File: config.mk
export PLATFORM = sky130hd
export DESIGN_NAME = cpu_clock_bus_timing
export DESIGN_NICKNAME = d
export VERILOG_FILES = /design/src/verilog/cpu_clock_bus_pkg.sv /design/src/verilog/cpu_clock_bus_timing.sv
export SDC_FILE = /design/constraint.sdc
export NUM_CORES = 1
export LEC_CHECK = 0
export BUFFER_PORTS_ARGS = -buffer_cell sky130_fd_sc_hd__buf_2
export CORE_MARGIN = 4
export CORE_UTILIZATION = 35
export CTS_BUF_LIST = sky130_fd_sc_hd__clkbuf_8
export DETAILED_ROUTE_END_ITERATION = 8
export REMOVE_ABC_BUFFERS = 1
export SLEW_MARGIN = 20
export SYNTH_ARGS = -nofsm -noshare
export SYNTH_HDL_FRONTEND = slang
export SYNTH_SLANG_ARGS = --single-unit
File: constraint.sdc
create_clock -name clk_sys -period 2.6 [get_ports clk_sys]
set_clock_uncertainty 0.05 [all_clocks]
set_input_delay 0.26 -clock clk_sys [delete_from_list [all_inputs] [get_ports clk_sys]]
set_output_delay 0.26 -clock clk_sys [all_outputs]
set_load 0.02 [all_outputs]
File: src/verilog/cpu_clock_bus_pkg.sv
// shared constants and types for the cpu clock and bus command timing block
package cpu_clock_bus_pkg;

	// ****************************************
	// register offsets
	// ****************************************
	localparam logic [7:0] OFS_CLOCK_CONTROL = 8'h00;
	localparam logic [7:0] OFS_COMMAND_DELAY = 8'h01;
	localparam logic [7:0] OFS_BUS_CLOCK = 8'h02;
	localparam logic [7:0] OFS_IRQ_STATUS = 8'h03;
	localparam logic [7:0] OFS_IRQ_CLEAR = 8'h04;
	localparam logic [7:0] OFS_IRQ_ENABLE = 8'h05;

	// ****************************************
	// field positions
	// ****************************************
	localparam int BIT_ALT_RESET = 0;
	localparam int BIT_CPU_CLK_SEL = 1;
	localparam int BIT_NMI_EN = 2;
	localparam int BIT_TIMEOUT = 3;
	localparam int BIT_ADDR_HOLD = 4;
	localparam int BIT_QUICK_N = 5;
	localparam int POS_IO_DELAY = 0;
	localparam int POS_MEM8_DELAY = 2;
	localparam int POS_MEM16_DELAY = 4;
	localparam int IRQ_TIMEOUT = 0;
	localparam int IRQ_CPU_RESET = 1;
	localparam int IRQ_CMD_DONE = 2;
	localparam int IRQ_COUNT = 3;

	// ****************************************
	// reset values and codes
	// ****************************************
	localparam logic [5:0] CLOCK_CONTROL_RESET = 6'h20;
	localparam logic [5:0] COMMAND_DELAY_RESET = 6'h05;
	localparam logic [1:0] BUS_SRC_HALF = 2'h0;
	localparam logic [1:0] BUS_SRC_FULL = 2'h1;
	localparam logic [1:0] BUS_SRC_OSC = 2'h2;
	localparam logic [1:0] BUS_SRC_RESERVED = 2'h3;
	localparam logic [1:0] CYC_MEM16 = 2'h0;
	localparam logic [1:0] CYC_MEM8 = 2'h1;
	localparam logic [1:0] CYC_IO = 2'h2;

	// ****************************************
	// timing counts
	// ****************************************
	localparam logic [4:0] CPU_RESET_CYCLES = 5'h10;
	localparam logic [7:0] READY_TIMEOUT_CYCLES = 8'h80;

	// ****************************************
	// carriers
	// ****************************************
	typedef struct packed {
		logic [7:0] addr;
		logic [7:0] wdata;
		logic wr;
		logic rd;
	} reg_req_t;

	typedef struct packed {
		logic start;
		logic [1:0] cycleType;
		logic done;
	} bus_cycle_t;

	typedef enum logic [3:0] {
		CMD_IDLE = 4'h1,
		CMD_DELAY = 4'h2,
		CMD_ACTIVE = 4'h4,
		CMD_HOLD = 4'h8
	} cmd_state_t;

endpackage : cpu_clock_bus_pkg

File: src/verilog/cpu_clock_bus_timing.sv
// processor clock select, cpu reset pulse, ready timeout and bus command delays
`timescale 1ns/10ps

module cpu_clock_bus_timing (
	// clock and reset
	input wire logic clk_sys,
	input wire logic rst,
	// register port
	input wire cpu_clock_bus_pkg::reg_req_t regReq,
	output logic [7:0] regRdata,
	// clock sources
	input wire logic busOscIn,
	output logic cpuClkTick,
	output logic busClkTick,
	// local bus
	input wire logic localCycleStart,
	input wire logic localReady,
	output logic cpuResetOut,
	output logic nmiOut,
	// expansion bus
	input wire cpu_clock_bus_pkg::bus_cycle_t busCycle,
	output logic busCmdOut,
	output logic busAddrValid,
	output logic busBusy,
	// memory and mode
	input wire logic twoBanksEnabled,
	output logic zeroWaitAllowed,
	output logic quickModeOn,
	// interrupt
	output logic irqOut
);

	// ****************************************
	// delay lookup
	// ****************************************
	function automatic logic [1:0] delayFor(input logic [1:0] cycleType, input logic [5:0] cfg);
		logic [1:0] d;
		d = cfg[cpu_clock_bus_pkg::POS_IO_DELAY +: 2];
		case (cycleType)
			cpu_clock_bus_pkg::CYC_MEM16: d = cfg[cpu_clock_bus_pkg::POS_MEM16_DELAY +: 2];
			cpu_clock_bus_pkg::CYC_MEM8: d = cfg[cpu_clock_bus_pkg::POS_MEM8_DELAY +: 2];
			default: d = cfg[cpu_clock_bus_pkg::POS_IO_DELAY +: 2];
		endcase
		return d;
	endfunction : delayFor

	// ****************************************
	// registers
	// ****************************************
	logic [5:0] ctrl_q;
	logic [5:0] ctrl_d;
	logic [5:0] cmdDelay_q;
	logic [1:0] busSrc_q;
	logic [2:0] irqStatus_q;
	logic [2:0] irqStatus_d;
	logic [2:0] irqEnable_q;
	logic [7:0] rdata_q;
	logic halfPhase_q;
	logic osc_q;
	logic [4:0] rstCnt_q;
	logic [4:0] rstCnt_d;
	logic [7:0] toCnt_q;
	logic [7:0] toCnt_d;
	logic waiting_q;
	logic waiting_d;
	cpu_clock_bus_pkg::cmd_state_t cmdState_q;
	cpu_clock_bus_pkg::cmd_state_t cmdState_d;
	logic [1:0] delayCnt_q;
	logic [1:0] delayCnt_d;
	logic busTick_q;
	logic cpuTick_q;
	logic zeroWait_q;

	// ****************************************
	// bus decode
	// ****************************************
	wire wrCtrl = regReq.wr && regReq.addr == cpu_clock_bus_pkg::OFS_CLOCK_CONTROL;
	wire wrDelay = regReq.wr && regReq.addr == cpu_clock_bus_pkg::OFS_COMMAND_DELAY;
	wire wrBusSrc = regReq.wr && regReq.addr == cpu_clock_bus_pkg::OFS_BUS_CLOCK;
	wire wrClear = regReq.wr && regReq.addr == cpu_clock_bus_pkg::OFS_IRQ_CLEAR;
	wire wrEnable = regReq.wr && regReq.addr == cpu_clock_bus_pkg::OFS_IRQ_ENABLE;
	wire srcReserved = regReq.wdata[1:0] == cpu_clock_bus_pkg::BUS_SRC_RESERVED;

	// ****************************************
	// clock selection
	// ****************************************
	wire oscRise = busOscIn && !osc_q;
	wire busTick = (busSrc_q == cpu_clock_bus_pkg::BUS_SRC_FULL) ? 1'b1 :
		(busSrc_q == cpu_clock_bus_pkg::BUS_SRC_OSC) ? oscRise : halfPhase_q;
	wire cpuTick = ctrl_q[cpu_clock_bus_pkg::BIT_CPU_CLK_SEL] ? busTick : 1'b1;

	// ****************************************
	// cpu reset pulse
	// ****************************************
	wire resetActive = rstCnt_q != 5'h00;
	wire altRise = wrCtrl && regReq.wdata[cpu_clock_bus_pkg::BIT_ALT_RESET]
		&& !ctrl_q[cpu_clock_bus_pkg::BIT_ALT_RESET];
	wire resetStart = altRise && !resetActive;
	wire resetEnd = resetActive && cpuTick && rstCnt_q == 5'h01;

	always_comb begin
		rstCnt_d = rstCnt_q;
		if (resetStart) begin
			rstCnt_d = cpu_clock_bus_pkg::CPU_RESET_CYCLES;
		end else if (resetActive && cpuTick) begin
			rstCnt_d = rstCnt_q - 5'h01;
		end
	end

	// ****************************************
	// ready timeout
	// ****************************************
	wire timeoutHit = waiting_q && cpuTick && !localReady
		&& toCnt_q == cpu_clock_bus_pkg::READY_TIMEOUT_CYCLES - 8'h01;

	always_comb begin
		toCnt_d = toCnt_q;
		waiting_d = waiting_q;
		if (localCycleStart) begin
			toCnt_d = 8'h00;
			waiting_d = 1'b1;
		end else if (waiting_q && (localReady || timeoutHit)) begin
			waiting_d = 1'b0;
		end else if (waiting_q && cpuTick) begin
			toCnt_d = toCnt_q + 8'h01;
		end
	end

	// ****************************************
	// command sequencer
	// ****************************************
	wire [1:0] startDelay = delayFor(busCycle.cycleType, cmdDelay_q);
	wire holdOn = ctrl_q[cpu_clock_bus_pkg::BIT_ADDR_HOLD];
	wire cmdDone = (cmdState_q == cpu_clock_bus_pkg::CMD_ACTIVE && busCycle.done && !holdOn)
		|| (cmdState_q == cpu_clock_bus_pkg::CMD_HOLD && busTick);

	always_comb begin
		cmdState_d = cmdState_q;
		delayCnt_d = delayCnt_q;
		case (cmdState_q)
			cpu_clock_bus_pkg::CMD_IDLE: begin
				if (busCycle.start) begin
					delayCnt_d = startDelay;
					cmdState_d = (startDelay == 2'h0) ? cpu_clock_bus_pkg::CMD_ACTIVE : cpu_clock_bus_pkg::CMD_DELAY;
				end
			end
			cpu_clock_bus_pkg::CMD_DELAY: begin
				if (busTick) begin
					delayCnt_d = delayCnt_q - 2'h1;
					if (delayCnt_q == 2'h1) begin
						cmdState_d = cpu_clock_bus_pkg::CMD_ACTIVE;
					end
				end
			end
			cpu_clock_bus_pkg::CMD_ACTIVE: begin
				if (busCycle.done) begin
					cmdState_d = holdOn ? cpu_clock_bus_pkg::CMD_HOLD : cpu_clock_bus_pkg::CMD_IDLE;
				end
			end
			cpu_clock_bus_pkg::CMD_HOLD: begin
				if (busTick) begin
					cmdState_d = cpu_clock_bus_pkg::CMD_IDLE;
				end
			end
			default: begin
				cmdState_d = cpu_clock_bus_pkg::CMD_IDLE;
			end
		endcase
	end

	// ****************************************
	// register writes
	// ****************************************
	always_comb begin
		ctrl_d = ctrl_q;
		if (wrCtrl) begin
			ctrl_d = regReq.wdata[5:0];
		end
		ctrl_d[cpu_clock_bus_pkg::BIT_TIMEOUT] = irqStatus_d[cpu_clock_bus_pkg::IRQ_TIMEOUT];
	end

	// ****************************************
	// interrupt status
	// ****************************************
	wire [2:0] irqSet = {cmdDone, resetEnd, timeoutHit};
	wire [2:0] irqClr = wrClear ? regReq.wdata[2:0] : 3'h0;

	genvar gi;
	generate
		for (gi = 0; gi < cpu_clock_bus_pkg::IRQ_COUNT; gi++) begin : g_irq
			assign irqStatus_d[gi] = irqSet[gi] || (irqStatus_q[gi] && !irqClr[gi]);
		end
	endgenerate

	// ****************************************
	// read mux
	// ****************************************
	wire [7:0] rdMux =
		(regReq.addr == cpu_clock_bus_pkg::OFS_CLOCK_CONTROL) ? {2'h0, ctrl_q} :
		(regReq.addr == cpu_clock_bus_pkg::OFS_COMMAND_DELAY) ? {2'h0, cmdDelay_q} :
		(regReq.addr == cpu_clock_bus_pkg::OFS_BUS_CLOCK) ? {6'h00, busSrc_q} :
		(regReq.addr == cpu_clock_bus_pkg::OFS_IRQ_STATUS) ? {5'h00, irqStatus_q} :
		(regReq.addr == cpu_clock_bus_pkg::OFS_IRQ_ENABLE) ? {5'h00, irqEnable_q} : 8'h00;

	// ****************************************
	// flops
	// ****************************************
	always_ff @(posedge clk_sys) begin
		if (rst) begin
			ctrl_q <= cpu_clock_bus_pkg::CLOCK_CONTROL_RESET;
			cmdDelay_q <= cpu_clock_bus_pkg::COMMAND_DELAY_RESET;
			busSrc_q <= cpu_clock_bus_pkg::BUS_SRC_HALF;
			irqStatus_q <= 3'h0;
			irqEnable_q <= 3'h0;
			rdata_q <= 8'h00;
		end else begin
			ctrl_q <= ctrl_d;
			irqStatus_q <= irqStatus_d;
			rdata_q <= regReq.rd ? rdMux : 8'h00;
			if (wrDelay) begin
				cmdDelay_q <= regReq.wdata[5:0];
			end
			if (wrBusSrc && !srcReserved) begin
				busSrc_q <= regReq.wdata[1:0];
			end
			if (wrEnable) begin
				irqEnable_q <= regReq.wdata[2:0];
			end
		end
	end

	always_ff @(posedge clk_sys) begin
		if (rst) begin
			halfPhase_q <= 1'b0;
			osc_q <= 1'b0;
			rstCnt_q <= 5'h00;
			toCnt_q <= 8'h00;
			waiting_q <= 1'b0;
		end else begin
			halfPhase_q <= !halfPhase_q;
			osc_q <= busOscIn;
			rstCnt_q <= rstCnt_d;
			toCnt_q <= toCnt_d;
			waiting_q <= waiting_d;
		end
	end

	always_ff @(posedge clk_sys) begin
		if (rst) begin
			cmdState_q <= cpu_clock_bus_pkg::CMD_IDLE;
			delayCnt_q <= 2'h0;
			busTick_q <= 1'b0;
			cpuTick_q <= 1'b0;
			zeroWait_q <= 1'b0;
		end else begin
			cmdState_q <= cmdState_d;
			delayCnt_q <= delayCnt_d;
			busTick_q <= busTick;
			cpuTick_q <= cpuTick;
			zeroWait_q <= twoBanksEnabled;
		end
	end

	// ****************************************
	// outputs
	// ****************************************
	assign regRdata = rdata_q;
	assign busClkTick = busTick_q;
	assign cpuClkTick = cpuTick_q;
	assign cpuResetOut = resetActive;
	assign nmiOut = ctrl_q[cpu_clock_bus_pkg::BIT_TIMEOUT] && ctrl_q[cpu_clock_bus_pkg::BIT_NMI_EN];
	assign busCmdOut = cmdState_q == cpu_clock_bus_pkg::CMD_ACTIVE;
	assign busAddrValid = cmdState_q != cpu_clock_bus_pkg::CMD_IDLE;
	assign busBusy = cmdState_q != cpu_clock_bus_pkg::CMD_IDLE;
	assign zeroWaitAllowed = zeroWait_q;
	assign quickModeOn = !ctrl_q[cpu_clock_bus_pkg::BIT_QUICK_N];
	assign irqOut = |(irqStatus_q & irqEnable_q);

endmodule : cpu_clock_bus_timing

==> results of run 1 <==
area by class of cell:
cell class              instances  area [um2]  share of cell area (%)
clock buffers                   8       110.1                   3.715
flip-flops and latches         50        1001                   33.77
multi-input cells             209        1415                   47.74
well taps                      96       120.1                   4.052
inverters                      16       60.06                   2.026
repair buffers                 48       257.7                   8.696
cells in the mapped netlist, types with 4 or more instances:
cell	count	area, um2
nor4b_1	7	61.31
o31ai_1	6	45.04
nand2_1	21	78.83
nor3_1	9	45.04
nor2_1	27	101.4
nor4_1	8	50.05
clkbuf_1	10	37.54
ha_1	4	50.05
a21oi_1	11	55.05
dfxtp_1	50	1001
inv_1	16	60.06
nand3_1	5	25.02
or3_1	9	56.30
a22oi_1	4	30.03
mux2i_1	27	270.3
o21ai_0	13	65.06
nor2b_1	4	25.02
nor3b_1	4	30.03
metrics by stage:
| stage | cells | hold WS, ps | area (um2) | worst slack, ps |
|---|---|---|---|---|
| global route | 427 | 129.3 | 2964 | 450.8 |
| finish | 427 | 124.2 | 2964 | 627.6 |
| detailed placement | 419 | 383.5 | 2854 | 410.2 |
| CTS | 427 | 116.0 | 2964 | 639.8 |
| global placement | 419 | 378.2 | 2854 | 424.1 |
| floorplan | 275 | 274.6 | 2476 | 568.6 |
path summary, 6_finish.rpt:
path / end / slack (ps) / cells past startpoint / startpoint
min: zeroWaitAllowed$_SDFF_PP0_ / 120 / 2 / twoBanksEnabled
min reg2reg: halfPhase_q$_SDFF_PP0_ / 400 / 1 / halfPhase_q$_SDFF_PP0_
max: busCmdOut / 630 / 2 / cmdState_q[2]$_SDFFE_PP0P_
max reg2reg: delayCnt_q[1]$_SDFFE_PP0P_ / 700 / 4 / busSrc_q[0]$_SDFFE_PP0P_
routing by layer:
layer / track usage [%] / vias up / routed length [um]
met2: 21.86 / 46 / 2742
met5: 0 / - / 0
met3: 2.977 / 5 / 273
li1: - / 1138 / -
met4: 5.128 / 0 / 49
met1: 19.40 / 1057 / 2809
power by group:
group	internal (mW)	switching (mW)
logic	0.206	0.294
registers	0.827	0.0574
clock network	0.269	0.257
total	1.30	0.608
flip-flops by register name (all words and copies together), names as in the netlist:
signal,flops
busClkTick,1
busSrc_q,2
cmdDelay_q,6
cmdState_q,4
cpuClkTick,1
ctrl_q,5
delayCnt_q,2
halfPhase_q,1
irqEnable_q,3
irqStatus_q,3
osc_q,1
regRdata,6
rstCnt_q,5
toCnt_q,8
waiting_q,1
zeroWaitAllowed,1
kinds of logic after synthesis:
group | count (synthesis) | share of synthesized area [%]
buf+inv | 31 | 5.305
flops | 50 | 39.29
other cells | 1 | 0.1472
compound gates | 54 | 14.34
mux | 27 | 10.61
fa+ha+maj | 4 | 1.965
simple gates | 122 | 28.34
==> results_dict.tcl, run 1 <==
set metrics [dict create \
    path_clk_slew_ps 90 \
    portBuffers 41 \
    critPathMaxFanout 7 \
    routedWlPerCell_um 13.76 \
    ys_ff_latch 50 \
    antenna_found_initial 0 \
    tns_ps 0 \
    postCtsResizedCells 0 \
    rsz0062_at_grt "no" \
    nets 362 \
    syn_area_um2 2547 \
    relSlewSlack_pct 37.06 \
    grt_overflow_total 0 \
    slew_violations 0 \
    core_um2 6944 \
    power_mw 1.909 \
    worstMarginPinSlew_ps 936.0 \
    ant_nets 0 \
    dp_hpwl_um 4365 \
    grt_usage_pct 14.15 \
    status "completed" \
    path_delay_family "simple AND/OR/NAND/NOR gates" \
    ir_drop_uv 344.4 \
    first_pass_iters 4 \
    synth-seq-area-share_pct 39.29 \
    post-cts-setup-buffers 0 \
    pin_count 46 \
    syn_inst 289 \
    ys_types 51 \
    fill_cells 724 \
    start_kind "flop" \
    synth_ff_type "dfxtp_1" \
    ys_warn_count 0 \
    routed_wl_um 5874 \
    crit_slowest_cell "nor4b_1" \
    numCtsBuffers 5 \
    fmax_ghz 0.5070 \
    synth-edff-count 0 \
    viasPerCell 5.260 \
    grt_pass1_wl_um 9963 \
    finalHoldViolations 0 \
    hold_buffers 0 \
    period_minus_slack_ps 1972 \
    die_x_um 93.32 \
    crit_chain "nor4b_1 > buf_2" \
    critical_path_arrival_ps 1660 \
    path_class "reg -> out" \
    required_ps 2290 \
    power_density_nw_per_um2 644.2 \
    hp-class "in -> reg" \
    vias 2246 \
    num_rows 30 \
    dieArea_um2 8708 \
    diodes 0 \
    drive_gt1_share_pct 20.24 \
    cts_buffer_depth 2 \
    mostFrequentLayoutCell "dfxtp_1" \
    grt_pass1_vias 2063 \
    cellLeakagePower_nw 1.172 \
    max_stage_delay_ps 640 \
    cts_tree "yes" \
    clk_latency_ps 310 \
    syn_area_per_cell_um2 8.815 \
    crit_path_end_kind "output port" \
    drv_cap 0 \
    area_growth_pct 16.36 \
    clock-root-buffer "clkbuf_8" \
    setup_violations 0 \
    drtIter0Drc 83 \
    cts_htree_levels 2 \
    place.gp.congestion 0.7820 \
    die_y_um 93.32 \
    final_util_pct 42.68 \
    drc 0 \
    clock-sinks 50 \
    fin_crit_sh_pct 75.86 \
    grt_max_degree 25 \
    final_cell_mix "50 x dfxtp_1, 41 x buf_2, 27 x mux2i_1, 27 x nor2_1, 21 x nand2_1" \
    start_util_pct 36.68 \
    crit_buf_inv 1 \
    async_flop_share_pct 0 \
]
(Power assumes the default switching activity.)
==> run 2: changes to the inputs <==
Clock period 2.6 ns to 2 ns, I/O delays scaled along.
==> results_dict.tcl, run 2 (synthesis results as in run 1) <==
set metrics [dict create \
    hp-class "in -> reg" \
    cts_buffer_depth 2 \
    portBuffers 41 \
    period_minus_slack_ps 1784 \
    clock-root-buffer "clkbuf_8" \
    place.gp.congestion 0.8054 \
    nets 369 \
    num_rows 30 \
    die_y_um 93.32 \
    internal-power_mw 1.583 \
    p_clk_share_pct 23.4 \
    dp_hpwl_um 4486 \
    fin_crit_sh_pct 89.19 \
    final_util_pct 43.10 \
    cts_tree "yes" \
    drive_gt1_share_pct 21.66 \
    first_pass_iters 4 \
    hold_buffers 0 \
    die_x_um 93.32 \
    required_ps 2150 \
    clk_latency_ps 300 \
    status "completed" \
    pwr-share-comb_pct 28.0 \
    grt_overflow_total 0 \
    area_growth_pct 17.49 \
    largest_reg_flops 8 \
    top_register "toCnt_q" \
    cts_htree_levels 2 \
    numCtsBuffers 5 \
    finalInstanceArea_um2 2993 \
    critical_path_arrival_ps 1940 \
    drv_cap 0 \
    vias 2229 \
    pin_count 46 \
    antenna_found_initial 0 \
    rsz0062_at_grt "no" \
    ir_drop_uv 492.9 \
    worstMarginPinSlew_ps 631.3 \
    clock-sinks 50 \
    viasPerCell 5.148 \
    critPathMaxFanout 8 \
    drc 0 \
    mostFrequentLayoutCell "dfxtp_1" \
    p_sw_share_pct 33.07 \
    crit_path_end_kind "flop" \
    finalHoldViolations 0 \
    path_clk_slew_ps 80 \
    dieArea_um2 8708 \
    grt_usage_pct 14.32 \
    relSlewSlack_pct 57.66 \
    seq_power_share_pct 48.6 \
    routed_wl_um 6021 \
    path_class "reg -> reg" \
    ant_nets 0 \
    switchingPower_mw 0.7822 \
    dp.cells 426 \
    multiInputGateArea_um2 1425 \
    crit_chain "or4b_2 > nor2_1 > o22a_1 > and3b_1" \
    final_cell_mix "50 x dfxtp_1, 41 x buf_2, 27 x mux2i_1, 27 x nor2_1, 21 x nand2_1" \
    fill_cells 716 \
    crit_slowest_cell "or4b_2" \
    cellLeakagePower_nw 1.199 \
    start_kind "flop" \
    power_density_nw_per_um2 790.4 \
    start_util_pct 36.68 \
    slew_violations 0 \
    max_stage_delay_ps 810 \
    finalNonFillerCells 433 \
    diodes 0 \
    seqCellArea_um2 1001 \
    placed_cell_area_um2 2907 \
    fmax_ghz 0.5606 \
    drtIter0Drc 90 \
    grt_max_degree 23 \
    core_um2 6944 \
    routedWlPerCell_um 13.91 \
    setup_violations 0 \
    grt_pass1_wl_um 10090 \
    grt_pass1_vias 2173 \
]
[run 2: final cells by class]
type	instances	share of cell area (%)
Tap cell	96	4.013
Clock inverter	2	0.2508
Multi-Input combinational cell	209	47.62
Inverter	16	2.007
Sequential cell	50	33.44
Clock buffer	5	2.299
Timing Repair Buffer	55	10.37
[run 2: worst max-delay path, delay by kind of cell (launching register included)]
| family | cells | cell delay (ps) |
|---|---|---|
| AND/OR/NAND/NOR | 3 | 1110 |
| AO/OA/AOI/OAI | 1 | 160 |
| flip-flops | 1 | 370 |
[run 2: final timing paths]
check                                                start                    endpoint  slack (ps)  depth (start not counted)
worst min-delay path                                   rst       busClkTick$_SDFF_PP0_          50                          2
worst min register to register      halfPhase_q$_SDFF_PP0_      halfPhase_q$_SDFF_PP0_         400                          1
worst max-delay path            cmdState_q[2]$_SDFFE_PP0P_  cmdState_q[2]$_SDFFE_PP0P_         220                          4
worst max register to register  cmdState_q[2]$_SDFFE_PP0P_  cmdState_q[2]$_SDFFE_PP0P_         220                          4
[run 2: per-layer routing]
layer	share of wire, %	GRT usage [%]	routed length [um]
met4	1.0	4.762	61
met2	47	23.59	2836
met5	0	0	0
met3	3.9	2.816	232
met1	48	18.70	2891
[run 2: timing repair]
item                                    CTS  global route
resized for setup                         1             1
setup buffers                             0             0
endpoints found under the setup margin    1             4
gates cloned                              0             0
[run 2: through the flow]
| step | total power, mW | hold slack [ps] | setup TNS, ps | setup WS, ps |
|---|---|---|---|---|
| floorplan | 1.599 | 214.6 | 0 | 28.64 |
| global placement | 1.820 | 369.2 | -50.66 | -42.43 |
| detailed placement | 1.832 | 370.2 | -90.90 | -52.91 |
| CTS | 2.396 | 43.99 | 0 | 125.1 |
| global route | 2.521 | 61.73 | 0 | 63.31 |
| finish | 2.365 | 51.95 | 0 | 216.2 |
[run 2: power by group through the flow]
stage / logic [mW] / registers, mW / clock network, mW
2_1_floorplan: 0.442 / 1.16 / 0
3_3_place_gp: 0.650 / 1.17 / 0
3_5_place_dp: 0.661 / 1.17 / 0
4_1_cts: 0.666 / 1.15 / 0.582
5_1_grt: 0.746 / 1.16 / 0.613
6_report: 0.663 / 1.15 / 0.553
